### config.mk
export PLATFORM = sky130hd
export DESIGN_NAME = txcfg_bank
export DESIGN_NICKNAME = d
export VERILOG_FILES = /design/src/inc/txcfg_pkg.sv /design/src/verilog/txcfg_sync.sv /design/src/verilog/txcfg_bank.sv
export SDC_FILE = /design/constraint.sdc
export NUM_CORES = 1
export LEC_CHECK = 0
export BUFFER_PORTS_ARGS = -buffer_cell sky130_fd_sc_hd__buf_2
export CAP_MARGIN = 25
export CORE_UTILIZATION = 41
export DETAILED_ROUTE_END_ITERATION = 7
export PLACE_DENSITY = 0.68
export REMOVE_ABC_BUFFERS = 1
export SLEW_MARGIN = 25
export SYNTH_ARGS = -nofsm -noshare
export SYNTH_HDL_FRONTEND = slang
export SYNTH_SLANG_ARGS = --single-unit
### constraint.sdc
create_clock -name clk -period 3.1 [get_ports clk]
set_input_delay 0.31 -clock clk [delete_from_list [all_inputs] [get_ports clk]]
set_output_delay 0.31 -clock clk [all_outputs]
set_load 0.01 [all_outputs]
### src/inc/txcfg_pkg.sv
// register map, fields, reset values and timing of the config bank
//
// Functional notes
// preset mode: clock pin drives 800kHz while active
// i2c mode: clock pin is scl input only
// 3-wire spi: clock pin drives 800kHz while active
// 4-wire spi: clock pin carries read data out
// boost only effective under serial register control
// boost bit raises amp on-time 25% to 50%
// idle after transmit enters selected power-down state
// shutdown is the default power-down state
// standby keeps crystal; program keeps crystal and pll
// power-down field: 00 shutdown, 01 standby, 10 program
// 5-bit capacitance trim, reset to zero
// vco select: 0 ring default, 1 lc
// band divider 00 ring; lc 11/10/01 bands
// host restores vco select and divider together
// identification register returns fixed code
// identification code differs per interface variant
// revision register returns fixed code for checks
// read-only registers ignore writes
// boost bit resets to zero
package txcfg_pkg;
    ////////////////////////////////////////
    // register offsets (7-bit address space)
    localparam logic [6:0] TXCFG_ADDR_POWERDOWN_CONFIG = 7'h03;
    localparam logic [6:0] TXCFG_ADDR_SHUTDOWN_BOOST = 7'h05;
    localparam logic [6:0] TXCFG_ADDR_AMP_CAP_TRIM = 7'h07;
    localparam logic [6:0] TXCFG_ADDR_SYNTH_VCO = 7'h08;
    localparam logic [6:0] TXCFG_ADDR_RO_A = 7'h14;
    localparam logic [6:0] TXCFG_ADDR_RO_B = 7'h15;
    localparam logic [6:0] TXCFG_ADDR_RO_C = 7'h16;
    localparam logic [6:0] TXCFG_ADDR_CHIP_ID = 7'h1B;
    localparam logic [6:0] TXCFG_ADDR_CHIP_REV = 7'h1C;
    localparam logic [6:0] TXCFG_ADDR_STATUS = 7'h1D;
    ////////////////////////////////////////
    // field positions
    localparam int TXCFG_PWDN_LSB = 0;
    localparam int TXCFG_BOOST_BIT = 2;
    localparam int TXCFG_CAP_LSB = 0;
    localparam int TXCFG_VCO_SEL_BIT = 0;
    localparam int TXCFG_DIV_LSB = 1;
    localparam int TXCFG_STAT_TX_BIT = 0;
    localparam int TXCFG_STAT_XO_BIT = 1;
    localparam int TXCFG_STAT_PLL_BIT = 2;
    ////////////////////////////////////////
    // power-down states
    typedef enum logic [1:0]
    {
        TXCFG_PD_SHUTDOWN = 2'b00,
        TXCFG_PD_STANDBY = 2'b01,
        TXCFG_PD_PROGRAM = 2'b10,
        TXCFG_PD_RESERVED = 2'b11
    } txcfg_pd_e;
    // band divider codes
    localparam logic [1:0] TXCFG_DIV_RING = 2'b00;
    localparam logic [1:0] TXCFG_DIV_LC_HIGH = 2'b01;
    localparam logic [1:0] TXCFG_DIV_LC_MID = 2'b10;
    localparam logic [1:0] TXCFG_DIV_LC_LOW = 2'b11;
    ////////////////////////////////////////
    // reset values
    localparam logic [1:0] TXCFG_PWDN_RESET = 2'b00;
    localparam logic TXCFG_BOOST_RESET = 1'b0;
    localparam logic [4:0] TXCFG_CAP_RESET = 5'h00;
    localparam logic TXCFG_VCO_RESET = 1'b0;
    localparam logic [1:0] TXCFG_DIV_RESET = 2'b00;
    ////////////////////////////////////////
    // spi framing: read flag and address byte, then data byte
    localparam int TXCFG_SPI_RW_BIT = 7;
    localparam logic [4:0] TXCFG_SPI_ADDR_END = 5'd7;
    localparam logic [4:0] TXCFG_SPI_DATA_START = 5'd8;
    localparam logic [4:0] TXCFG_SPI_FRAME_END = 5'd15;
    localparam logic [4:0] TXCFG_SPI_DONE = 5'd16;
    ////////////////////////////////////////
    // timing of the clock output
    localparam int TXCFG_SYS_CLK_KHZ = 200000;
    localparam int TXCFG_CLOCK_OUTPUT_PIN_KHZ = 800;
    localparam int TXCFG_CLOCK_OUTPUT_PIN_HALF = TXCFG_SYS_CLK_KHZ / (2 * TXCFG_CLOCK_OUTPUT_PIN_KHZ);
endpackage

### src/verilog/txcfg_sync.sv
// three-stage pin synchroniser with agreement filter and edge pulses
`timescale 1ns/1ps
`default_nettype none
module txcfg_sync
#(
    parameter logic RESET_VAL = 1'b0
)
(
    input wire logic clk,
    input wire logic srst,
    input wire logic pin_in,
    output logic level,
    output logic rise,
    output logic fall
);
    logic s1_r; // first stage, read only by s2_r
    logic s2_r;
    logic s3_r;
    logic agree;
    ////////////////////////////////////////
    // shift chain; only the second stage reads the first
    always_ff @(posedge clk)
    begin
        if (srst)
        begin
            s1_r <= RESET_VAL;
            s2_r <= RESET_VAL;
            s3_r <= RESET_VAL;
        end
        else
        begin
            s1_r <= pin_in;
            s2_r <= s1_r;
            s3_r <= s2_r;
        end
    end
    assign agree = (s2_r == s3_r);
    ////////////////////////////////////////
    // filtered level and one-cycle edge pulses
    always_ff @(posedge clk)
    begin
        if (srst)
        begin
            level <= RESET_VAL;
            rise <= 1'b0;
            fall <= 1'b0;
        end
        else
        begin
            rise <= agree & s3_r & ~level;
            fall <= agree & ~s3_r & level;
            // a change counts only once two stages agree
            if (agree)
            begin
                level <= s3_r;
            end
        end
    end
endmodule
`default_nettype wire

### src/verilog/txcfg_bank.sv
// transmitter configuration register bank with spi slave and clock output pin
`timescale 1ns/1ps
`default_nettype none
module txcfg_bank
    import txcfg_pkg::*;
#(
    parameter bit SPI_VARIANT = 1'b1,
    parameter logic [7:0] ID_SPI = 8'hA5, // arbitrary value
    parameter logic [7:0] ID_I2C = 8'h5A, // arbitrary value
    parameter logic [7:0] REV_CODE = 8'h3C, // arbitrary value
    parameter int CLOCK_OUTPUT_PIN_HALF = TXCFG_CLOCK_OUTPUT_PIN_HALF
)
(
    input wire logic clk,
    input wire logic srst,
    input wire logic device_active,
    input wire logic tx_active,
    input wire logic preset_mode_pin,
    input wire logic spi_four_wire_pin,
    input wire logic spi_csb_n,
    input wire logic spi_sclk,
    input wire logic spi_mosi,
    input wire logic clock_output_pin_i,
    output logic clock_output_pin_o,
    output logic clock_output_pin_oe,
    output logic scl_level,
    output logic [1:0] powerdown_state_select,
    output logic amp_duty_boost,
    output logic [4:0] output_cap_trim,
    output logic vco_type_select,
    output logic [1:0] band_divider_select,
    output logic xo_enable,
    output logic pll_enable
);
    ////////////////////////////////////////
    // pin synchronisers
    logic csb_n_lvl; // chip select after filter
    logic csb_fall; // frame start
    logic sclk_rise; // sample edge
    logic sclk_fall; // launch edge
    logic mosi_lvl; // data in
    logic four_wire_lvl; // interface width strap
    logic preset_lvl; // preset strap

    txcfg_sync #(.RESET_VAL(1'b1)) u_csb
    (
        .clk(clk),
        .srst(srst),
        .pin_in(spi_csb_n),
        .level(csb_n_lvl),
        .rise(),
        .fall(csb_fall)
    );
    txcfg_sync #(.RESET_VAL(1'b0)) u_sclk
    (
        .clk(clk),
        .srst(srst),
        .pin_in(spi_sclk),
        .level(),
        .rise(sclk_rise),
        .fall(sclk_fall)
    );
    txcfg_sync #(.RESET_VAL(1'b0)) u_mosi
    (
        .clk(clk),
        .srst(srst),
        .pin_in(spi_mosi),
        .level(mosi_lvl),
        .rise(),
        .fall()
    );
    txcfg_sync #(.RESET_VAL(1'b0)) u_four
    (
        .clk(clk),
        .srst(srst),
        .pin_in(spi_four_wire_pin),
        .level(four_wire_lvl),
        .rise(),
        .fall()
    );
    txcfg_sync #(.RESET_VAL(1'b0)) u_preset
    (
        .clk(clk),
        .srst(srst),
        .pin_in(preset_mode_pin),
        .level(preset_lvl),
        .rise(),
        .fall()
    );
    // in i2c mode the clock pin is the scl input, handed to the i2c engine
    txcfg_sync #(.RESET_VAL(1'b1)) u_scl
    (
        .clk(clk),
        .srst(srst),
        .pin_in(clock_output_pin_i),
        .level(scl_level),
        .rise(),
        .fall()
    );

    ////////////////////////////////////////
    // register storage, defined field bits only
    logic [1:0] pwdn_r;
    logic boost_r;
    logic [4:0] cap_r;
    logic vco_r;
    logic [1:0] div_r;

    // spi frame state
    logic [4:0] bit_cnt_r; // bits taken in this frame, saturates at 16
    logic [7:0] shift_in_r; // incoming bits, msb first
    logic read_r; // frame is a read
    logic [6:0] addr_r; // frame address
    logic [7:0] shift_out_r; // outgoing read data
    logic wr_strobe; // last data bit of a write frame sampled
    logic [7:0] wr_data;
    logic [7:0] rd_data;

    assign wr_data = {shift_in_r[6:0], mosi_lvl};
    assign wr_strobe = SPI_VARIANT & ~csb_n_lvl & sclk_rise & ~read_r
        & (bit_cnt_r == TXCFG_SPI_FRAME_END);

    ////////////////////////////////////////
    // read mux; unmapped addresses read as zero
    always_comb
    begin
        rd_data = 8'h00;
        unique case (addr_r)
            TXCFG_ADDR_POWERDOWN_CONFIG:
                rd_data[TXCFG_PWDN_LSB +: 2] = pwdn_r;
            TXCFG_ADDR_SHUTDOWN_BOOST:
                rd_data[TXCFG_BOOST_BIT] = boost_r;
            TXCFG_ADDR_AMP_CAP_TRIM:
                rd_data[TXCFG_CAP_LSB +: 5] = cap_r;
            TXCFG_ADDR_SYNTH_VCO:
            begin
                rd_data[TXCFG_VCO_SEL_BIT] = vco_r;
                rd_data[TXCFG_DIV_LSB +: 2] = div_r;
            end
            // fixed code, chosen by interface variant
            TXCFG_ADDR_CHIP_ID:
                rd_data = SPI_VARIANT ? ID_SPI : ID_I2C;
            TXCFG_ADDR_CHIP_REV:
                rd_data = REV_CODE;
            // live state of the power manager
            TXCFG_ADDR_STATUS:
            begin
                rd_data[TXCFG_STAT_TX_BIT] = tx_active;
                rd_data[TXCFG_STAT_XO_BIT] = xo_enable;
                rd_data[TXCFG_STAT_PLL_BIT] = pll_enable;
            end
            default:
                rd_data = 8'h00;
        endcase
    end

    ////////////////////////////////////////
    // spi receive: bit counter, address capture
    always_ff @(posedge clk)
    begin
        if (srst)
        begin
            bit_cnt_r <= 5'd0;
            shift_in_r <= 8'h00;
            read_r <= 1'b0;
            addr_r <= 7'h00;
        end
        else if (csb_fall)
        begin
            // new frame restarts the counter
            bit_cnt_r <= 5'd0;
            read_r <= 1'b0;
        end
        else if (~csb_n_lvl && sclk_rise && bit_cnt_r != TXCFG_SPI_DONE)
        begin
            shift_in_r <= {shift_in_r[6:0], mosi_lvl};
            bit_cnt_r <= bit_cnt_r + 5'd1;
            // first byte complete: read flag and address
            if (bit_cnt_r == TXCFG_SPI_ADDR_END)
            begin
                read_r <= shift_in_r[TXCFG_SPI_RW_BIT - 1];
                addr_r <= {shift_in_r[5:0], mosi_lvl};
            end
        end
    end

    ////////////////////////////////////////
    // spi transmit: load on the first falling edge of the data byte
    always_ff @(posedge clk)
    begin
        if (srst)
        begin
            shift_out_r <= 8'h00;
        end
        else if (~csb_n_lvl && sclk_fall && read_r)
        begin
            if (bit_cnt_r == TXCFG_SPI_DATA_START)
            begin
                shift_out_r <= rd_data;
            end
            else
            begin
                shift_out_r <= {shift_out_r[6:0], 1'b0};
            end
        end
    end

    ////////////////////////////////////////
    // register writes; read-only and unmapped addresses ignore writes
    always_ff @(posedge clk)
    begin
        if (srst)
        begin
            pwdn_r <= TXCFG_PWDN_RESET;
            boost_r <= TXCFG_BOOST_RESET;
            cap_r <= TXCFG_CAP_RESET;
            vco_r <= TXCFG_VCO_RESET;
            div_r <= TXCFG_DIV_RESET;
        end
        else if (wr_strobe)
        begin
            unique case (addr_r)
                TXCFG_ADDR_POWERDOWN_CONFIG:
                    pwdn_r <= wr_data[TXCFG_PWDN_LSB +: 2];
                TXCFG_ADDR_SHUTDOWN_BOOST:
                    boost_r <= wr_data[TXCFG_BOOST_BIT];
                TXCFG_ADDR_AMP_CAP_TRIM:
                    cap_r <= wr_data[TXCFG_CAP_LSB +: 5];
                TXCFG_ADDR_SYNTH_VCO:
                begin
                    vco_r <= wr_data[TXCFG_VCO_SEL_BIT];
                    div_r <= wr_data[TXCFG_DIV_LSB +: 2];
                end
                default:
                    pwdn_r <= pwdn_r;
            endcase
        end
    end

    ////////////////////////////////////////
    // field outputs to the analog side
    always_ff @(posedge clk)
    begin
        if (srst)
        begin
            powerdown_state_select <= TXCFG_PWDN_RESET;
            amp_duty_boost <= 1'b0;
            output_cap_trim <= TXCFG_CAP_RESET;
            vco_type_select <= TXCFG_VCO_RESET;
            band_divider_select <= TXCFG_DIV_RESET;
        end
        else
        begin
            powerdown_state_select <= pwdn_r;
            // preset straps hold the amp at quarter on-time
            amp_duty_boost <= boost_r & ~(~SPI_VARIANT & preset_lvl);
            output_cap_trim <= cap_r;
            vco_type_select <= vco_r;
            // ring oscillator ignores the divider
            band_divider_select <= vco_r ? div_r : TXCFG_DIV_RING;
        end
    end

    ////////////////////////////////////////
    // power manager: idle enters the selected state; 11 acts as shutdown
    always_ff @(posedge clk)
    begin
        if (srst)
        begin
            xo_enable <= 1'b0;
            pll_enable <= 1'b0;
        end
        else if (tx_active)
        begin
            xo_enable <= 1'b1;
            pll_enable <= 1'b1;
        end
        else
        begin
            // preset parts always park in shutdown
            if (~SPI_VARIANT & preset_lvl)
            begin
                xo_enable <= 1'b0;
                pll_enable <= 1'b0;
            end
            else
            begin
                xo_enable <= (pwdn_r == TXCFG_PD_STANDBY) | (pwdn_r == TXCFG_PD_PROGRAM);
                pll_enable <= (pwdn_r == TXCFG_PD_PROGRAM);
            end
        end
    end

    ////////////////////////////////////////
    // 800khz square wave, held low and phase-reset while inactive
    logic [$clog2(CLOCK_OUTPUT_PIN_HALF)-1:0] div_cnt_r;
    logic sq_r;
    always_ff @(posedge clk)
    begin
        if (srst || !device_active)
        begin
            div_cnt_r <= '0;
            sq_r <= 1'b0;
        end
        else if (div_cnt_r == ($clog2(CLOCK_OUTPUT_PIN_HALF))'(CLOCK_OUTPUT_PIN_HALF - 1))
        begin
            div_cnt_r <= '0;
            sq_r <= ~sq_r;
        end
        else
        begin
            div_cnt_r <= div_cnt_r + 1'b1;
        end
    end

    ////////////////////////////////////////
    // clock pin role selection, registered
    always_ff @(posedge clk)
    begin
        if (srst)
        begin
            clock_output_pin_o <= 1'b0;
            clock_output_pin_oe <= 1'b0;
        end
        else if (SPI_VARIANT && four_wire_lvl)
        begin
            // drive read data only while a read byte shifts
            clock_output_pin_o <= shift_out_r[7];
            clock_output_pin_oe <= ~csb_n_lvl & read_r
                & (bit_cnt_r >= TXCFG_SPI_DATA_START);
        end
        else if (SPI_VARIANT || preset_lvl)
        begin
            clock_output_pin_o <= sq_r;
            clock_output_pin_oe <= 1'b1;
        end
        else
        begin
            // i2c mode: pin is scl, never driven
            clock_output_pin_o <= 1'b0;
            clock_output_pin_oe <= 1'b0;
        end
    end
endmodule
`default_nettype wire

==> results of run 1 <==
[worst register-to-register path, delay by kind of cell (launching register included)]
kind,cells,cell delay (ns)
adder cells (fa/ha/maj),1,0.22
flip-flops,1,0.40
AND/OR/NAND/NOR,3,0.74
buffers and inverters,2,0.23
multiplexers,1,0.26
[routing by layer]
layer	vias up	GRT usage [%]	routed length (um)
met5	-	0	0
met4	0	7.031	104
met3	12	4.312	265
met2	43	22.57	2550
met1	1066	18.98	2780
li1	1188	-	-
[synth_stat cells, types with 2 or more instances]
| cell type | count |
|---|---|
| dfxtp_1 | 85 |
| nor2_1 | 46 |
| mux2i_1 | 28 |
| nor2b_1 | 17 |
| nand2_1 | 15 |
| inv_1 | 13 |
| a21oi_1 | 12 |
| and3_1 | 11 |
| clkbuf_1 | 11 |
| nand3_1 | 11 |
| ha_1 | 9 |
| o21ai_0 | 6 |
| or2_2 | 6 |
| xor2_1 | 5 |
| a22o_1 | 3 |
| a311oi_1 | 3 |
| and3b_1 | 3 |
| nand3b_1 | 3 |
| nand4bb_1 | 3 |
| xnor2_1 | 3 |
| a211oi_1 | 2 |
| and2_1 | 2 |
| and4bb_1 | 2 |
| buf_6 | 2 |
| nor3_1 | 2 |
| nor3b_1 | 2 |
| nor4_4 | 2 |
| o211ai_1 | 2 |
| o221ai_1 | 2 |
| o22ai_1 | 2 |
| or3b_1 | 2 |
[worst paths after layout]
| path | from | end | slack, ns | cells past startpoint |
|---|---|---|---|---|
| setup / recovery | bit_cnt_r[0]$_SDFFE_PP0P_ | addr_r[4]$_SDFFE_PP0P_ | 1.12 | 7 |
| hold / removal | spi_csb_n | u_csb.s1_r$_SDFF_PP1_ | 0.14 | 2 |
| setup reg to reg | bit_cnt_r[0]$_SDFFE_PP0P_ | addr_r[4]$_SDFFE_PP0P_ | 1.12 | 7 |
| hold reg to reg | u_scl.s1_r$_SDFF_PP1_ | u_scl.s2_r$_SDFF_PP1_ | 0.41 | 1 |
[area by class of cell]
cell class / count / area, um^2
Multi-Input combinational cell: 220 / 1520
Clock inverter: 5 / 83.83
Fill cell: 750 / 4041
Tap cell: 102 / 127.6
Clock buffer: 11 / 141.4
Timing Repair Buffer: 27 / 142.6
Inverter: 13 / 48.80
Sequential cell: 85 / 1702
[stage by stage]
step,total power [mW],hold WS (ns)
2_1_floorplan,1.153,0.3767
3_3_place_gp,1.179,0.3929
3_5_place_dp,1.180,0.3964
4_1_cts,2.046,0.1192
5_1_grt,2.090,0.1293
6_report,2.013,0.1382
[kinds of logic (layout without fill, tap and decap cells)]
kind of cell	Yosys count	count (layout)	share of synthesized area (%)
XOR/XNOR	8	8	2.098
flip-flops	85	85	50.96
multiplexers	29	29	8.730
AND/OR/NAND/NOR	137	137	24.17
adder cells (fa/ha/maj)	9	9	3.372
AO/OA/AOI/OAI	37	37	7.157
buffers and inverters	27	56	3.522
[sequential cells by signal, indices dropped and copies added (netlist names), 5 cells and up]
signal,count
addr_r,7
bit_cnt_r,5
cap_r,5
div_cnt_r,7
output_cap_trim,5
shift_in_r,7
shift_out_r,8
[power groups by stage]
stage / clock network (mW) / registers (mW) / logic, mW
2_1_floorplan: 0 / 1.14 / 0.0178
3_3_place_gp: 0 / 1.14 / 0.0437
3_5_place_dp: 0 / 1.14 / 0.0445
4_1_cts: 0.891 / 1.11 / 0.0447
5_1_grt: 0.929 / 1.11 / 0.0496
6_report: 0.859 / 1.11 / 0.0435
==> flow_summary.yaml, run 1 <==
yosys:
  synth_seq_cells: 85
  netlist.area_leader.share_pct: 50.96
  synth_cell_types: 48
  synth_edf_count: 0
  yosys.area.top_type: "dfxtp_1"
  synth_area_um2: 3339
  ys_seq_area_share_pct: 50.96
  avgSynthCellArea_um2: 10.06
  ys.flop_type: "dfxtp_1"
  synthArstFlopShare_pct: 0
  ys_warn_count: 0
  ys_top_cells_by_area: "dfxtp_1 (51%), mux2i_1 (8.4%), nor2_1 (5.2%), ha_1 (3.4%), nor2b_1 (3.2%)"
  synth_cells: 332
sta:
  slew_viol_final: 0
  max_slew_margin_pct: 57.27
  period_needed_ns: 1.978
  post-route-period-util_pct: 63.82
  setup_viol: 0
  max_freq_ghz: 0.5055
  clock_skew_ns: 0.01152
  hold_viol: 0
  fin_setup_tns_ns: 0
  tightest_slew_ns: 0.6362
  rsz0062_at_grt: "no"
  final.setup.worst_slack_ns: 1.122
worst_setup_path:
  cp_max_fo: 7
  crit_chain: "inv_1 > ha_1 > nor4bb_1 > buf_4 > nor4_4 > mux2i_1 > nor2_1"
  worst_ep_required_time_ns: 3.32
  cp_data_arrival_time_ns: 2.20
  critPathKind: "reg -> reg"
  end_kind: "flip-flop"
  cp-start-kind: "flip-flop"
  worstPathBufferInverterCount: 2
  slowest_stage: "nor4_4"
  crit_family: "simple AND/OR/NAND/NOR gates"
  crit_path_max_incr_delay_ns: 0.55
grt:
  grt_start_max_net_pins: 33
  grt_overflow: 0
  grt_pass1_vias: 2132
  antenna_found_initial: 0
  grt_first_pass_wirelength_um: 9673
  grt_use_total_pct: 14.74
clock_tree:
  cts_setup_buffers: 0
  cts_made_buffers: 9
  cts_root_buf: "clkbuf_8"
  cts_sinks: 85
  clock_latency_ns: 0.35
  cts_hold_buf: 0
  clk_pin_slew_ns: 0.08
  h-tree-depth: 3
  clockBufferDepth: 2
  ctsResizeCount: 0
  cts_tree: "yes"
layout:
  areaGrowthSynthToFinish_pct: 12.78
  layout-drive-gt1-share_pct: 14.96
  fin_nets: 375
  fin_cells: 463
  mostFrequentLayoutCells: "dfxtp_1 (85), nor2_1 (46), mux2i_1 (28), buf_2 (24), nor2b_1 (17)"
  fin_area_um2: 3766
  layout.cells.most_common: "dfxtp_1"
  antennaDiodeCount: 0
  fin_util_pct: 48.24
die:
  die_w_um: 92.25
  die_h_um: 92.25
  initial_core_util_pct: 42.77
  io_pins: 26
  dieArea_um2: 8510
  core.rowCount: 32
  core_um2: 7807
drt:
  dr.pass1.iters: 4
  drt_iter0_drc: 102
  drc: 0
  drtAntennaViolNets: 0
  vias: 2309
  vias_per_cell: 4.987
  routed_wl_um: 5700
  post_drt_wl_per_cell_um: 12.31
job:
  drv_cap: 0
place:
  portBuffers: 24
  place_ws_ns: 1.126
  dp_hpwl_um: 3989
  dp_cells: 447
  place_congestion: 0.8116
  placed_area_um2: 3541
power:
  pwr_density_cell_nw_per_um2: 534.4
  p_sw_share_pct: 20.61
  p_leak_nw: 1.528
  p_clk_share_pct: 42.7
  pwr-share-comb_pct: 2.2
  ir_worst_vdd_mv: 0.2549
  p_switching_uw: 414.9
  seqPwrFrac_pct: 55.1
  p_int_mw: 1.598
run_status:
  outcome: "complete, no violations"
worst_hold_path:
  holdCritPathClass: "in -> reg"
Power figures use the tool's default switching activity.
==> inputs of run 2 (changes only) <==
ABC_AREA = 1   (was unset)
clock period = 2.02 ns   (was 3.1 ns; I/O delays follow)
==> run 2 against run 1 <==
  * First-iteration DRC count down 8.8%
  * Clock power increased by 64%
  * Clock skew shrank 0.0040 ns
  * Flip-flop and latch count stayed put
  * Die area down 0.55%
  * Largest cell class unchanged
==> flow_summary.yaml, run 2 <==
clock_tree:
  clockBufferDepth: 2
  cts_sinks: 85
  cts_setup_buffers: 0
  cts_tree: "yes"
  h-tree-depth: 3
  ctsResizeCount: 0
  cts_made_buffers: 9
  clock_latency_ns: 0.34
  cts_hold_buf: 0
  cts_root_buf: "clkbuf_8"
  clk_pin_slew_ns: 0.08
worst_setup_path:
  crit_chain: "ha_1 > nand2_1 > nor2_1 > ha_1 > nand3_1 > inv_1 > nand3_2 > o21ai_0 > a21oi_1"
  crit_top_cell: "ha_1"
  critPathKind: "reg -> reg"
  end_kind: "flip-flop"
  cp_max_fo: 10
  crit_family: "simple AND/OR/NAND/NOR gates"
  cp-start-kind: "flip-flop"
  worst_ep_required_time_ns: 2.25
  crit_path_max_incr_delay_ns: 0.35
  slowest_stage: "dfxtp_1"
  cp_data_arrival_time_ns: 1.92
  worstPathBufferInverterCount: 1
  reg2reg_slack_ns: 0.33
die:
  dieArea_um2: 8463
  initial_core_util_pct: 42.75
  core.rowCount: 32
  core_um2: 7767
  die_h_um: 92.00
  die_w_um: 92.00
  io_pins: 26
power:
  p_leak_nw: 1.561
  pwr_density_cell_nw_per_um2: 844.1
  ir_worst_vdd_mv: 0.3322
grt:
  grt_first_pass_wirelength_um: 9846
  antenna_found_initial: 0
  grt_use_total_pct: 14.60
  grt_start_max_net_pins: 46
  grt_pass1_vias: 2285
  grt_overflow: 0
drt:
  drt_iter0_drc: 93
  drc: 0
  routed_wl_um: 5710
  vias_per_cell: 4.686
  dr.pass1.iters: 4
  drtAntennaViolNets: 0
  post_drt_wl_per_cell_um: 10.42
  dr_wl_met2_um: 2649
  drt-met1-wl_um: 2697
  top_layer: "met4"
  met3_length_um: 304
  vias: 2568
sta:
  final.setup.worst_slack_ns: 0.3296
  fin_setup_tns_ns: 0
  clock_skew_ns: 0.007508
  setup_viol: 0
  max_freq_ghz: 0.5916
  max_slew_margin_pct: 69.25
  rsz0062_at_grt: "no"
  period_needed_ns: 1.690
  hold_viol: 0
  slew_viol_final: 0
  tightest_slew_ns: 0.4612
  post-route-period-util_pct: 83.68
yosys:
  ys_top_cells_by_area: "dfxtp_1 (51%), nand2_1 (6.9%), nor2_1 (6.4%), a21oi_1 (6.3%), inv_1 (5.9%)"
  synthArstFlopShare_pct: 0
  ys.flop_type: "dfxtp_1"
  synth.most_common_cell: "dfxtp_1"
  synth_cell_types: 35
  synth_cells: 412
  ys_seq_area_share_pct: 51.24
  synth_edf_count: 0
  ys_warn_count: 0
  yosys-top-cells-count: "dfxtp_1 (85), nand2_1 (61), nor2_1 (57)"
  synth_area_um2: 3321
  netlist.area_leader.share_pct: 51.24
  yosys.area.top_type: "dfxtp_1"
  synth_seq_cells: 85
  avgSynthCellArea_um2: 8.060
layout:
  layout-drive-gt1-share_pct: 15.70
  areaGrowthSynthToFinish_pct: 13.94
  antennaDiodeCount: 0
  fin_util_pct: 48.71
  mostFrequentLayoutCells: "dfxtp_1 (85), nand2_1 (61), nor2_1 (57), inv_1 (52), a21oi_1 (42)"
  layout.cells.most_common: "dfxtp_1"
  fillers: 763
  top_register: "shift_out_r"
  fin_nets: 460
  largest_reg_flops: 8
worst_hold_path:
  holdCritPathClass: "in -> reg"
job:
  drv_cap: 0
place:
  dp_hpwl_um: 4117
  place_ws_ns: 0.3185
  portBuffers: 24
  place_congestion: 0.8289
run_status:
  outcome: "complete, no violations"
-- run 2: cell families (layout without fill, tap and decap cells) --
family                   after synthesis  count (layout)  share of synthesized area, %
flip-flops                            85              85                         51.24
XOR/XNOR                               3               3                        0.7914
adder cells (fa/ha/maj)                9               9                         3.391
AND/OR/NAND/NOR                      161             161                         21.44
AO/OA/AOI/OAI                         85              85                         14.62
buffers and inverters                 69             103                         8.515
-- run 2: cell type report --
cell class | instances | area (um^2) | area share, %
clock buffers | 12 | 145.1 | 3.836
clock inverters | 4 | 95.09 | 2.513
inverters | 59 | 227.7 | 6.019
multi-input cells | 258 | 1336 | 35.32
flip-flops and latches | 85 | 1702 | 44.97
well taps | 102 | 127.6 | 3.373
repair buffers | 28 | 150.1 | 3.968
-- run 2: path summary, 6_finish.rpt --
path	depth (start not counted)	startpoint	endpoint
worst max-delay path	9	bit_cnt_r[0]$_SDFFE_PP0P_	cap_r[3]$_SDFFE_PP0P_
worst min register to register	2	u_mosi.s1_r$_SDFF_PP0_	u_mosi.s2_r$_SDFF_PP0_
worst min-delay path	2	clock_output_pin_i	u_scl.s1_r$_SDFF_PP1_
worst max register to register	9	bit_cnt_r[0]$_SDFFE_PP0P_	cap_r[3]$_SDFFE_PP0P_
-- run 2: layer usage --
metal  up-vias  global-route usage, %
li1       1369                      -
met1      1152                  18.24
met2        42                  24.32
met3         5                  3.731
met4         0                  5.078
met5         -                      0
-- run 2: power by group --
part	internal (mW)	total, mW	switching [mW]
registers	1.69	1.70	0.00868
logic	0.0295	0.0807	0.0512
clock network	0.855	1.41	0.557
-- run 2: through the flow --
stage,area (um^2),total power [mW],std cells,hold WS (ns)
6_report,3784,3.194,548,0.03888
3_3_place_gp,3543,1.821,532,0.3843
3_5_place_dp,3543,1.824,532,0.3874
5_1_grt,3784,3.330,548,0.03422
4_1_cts,3784,3.233,548,0.02300
2_1_floorplan,3266,1.783,402,0.2711
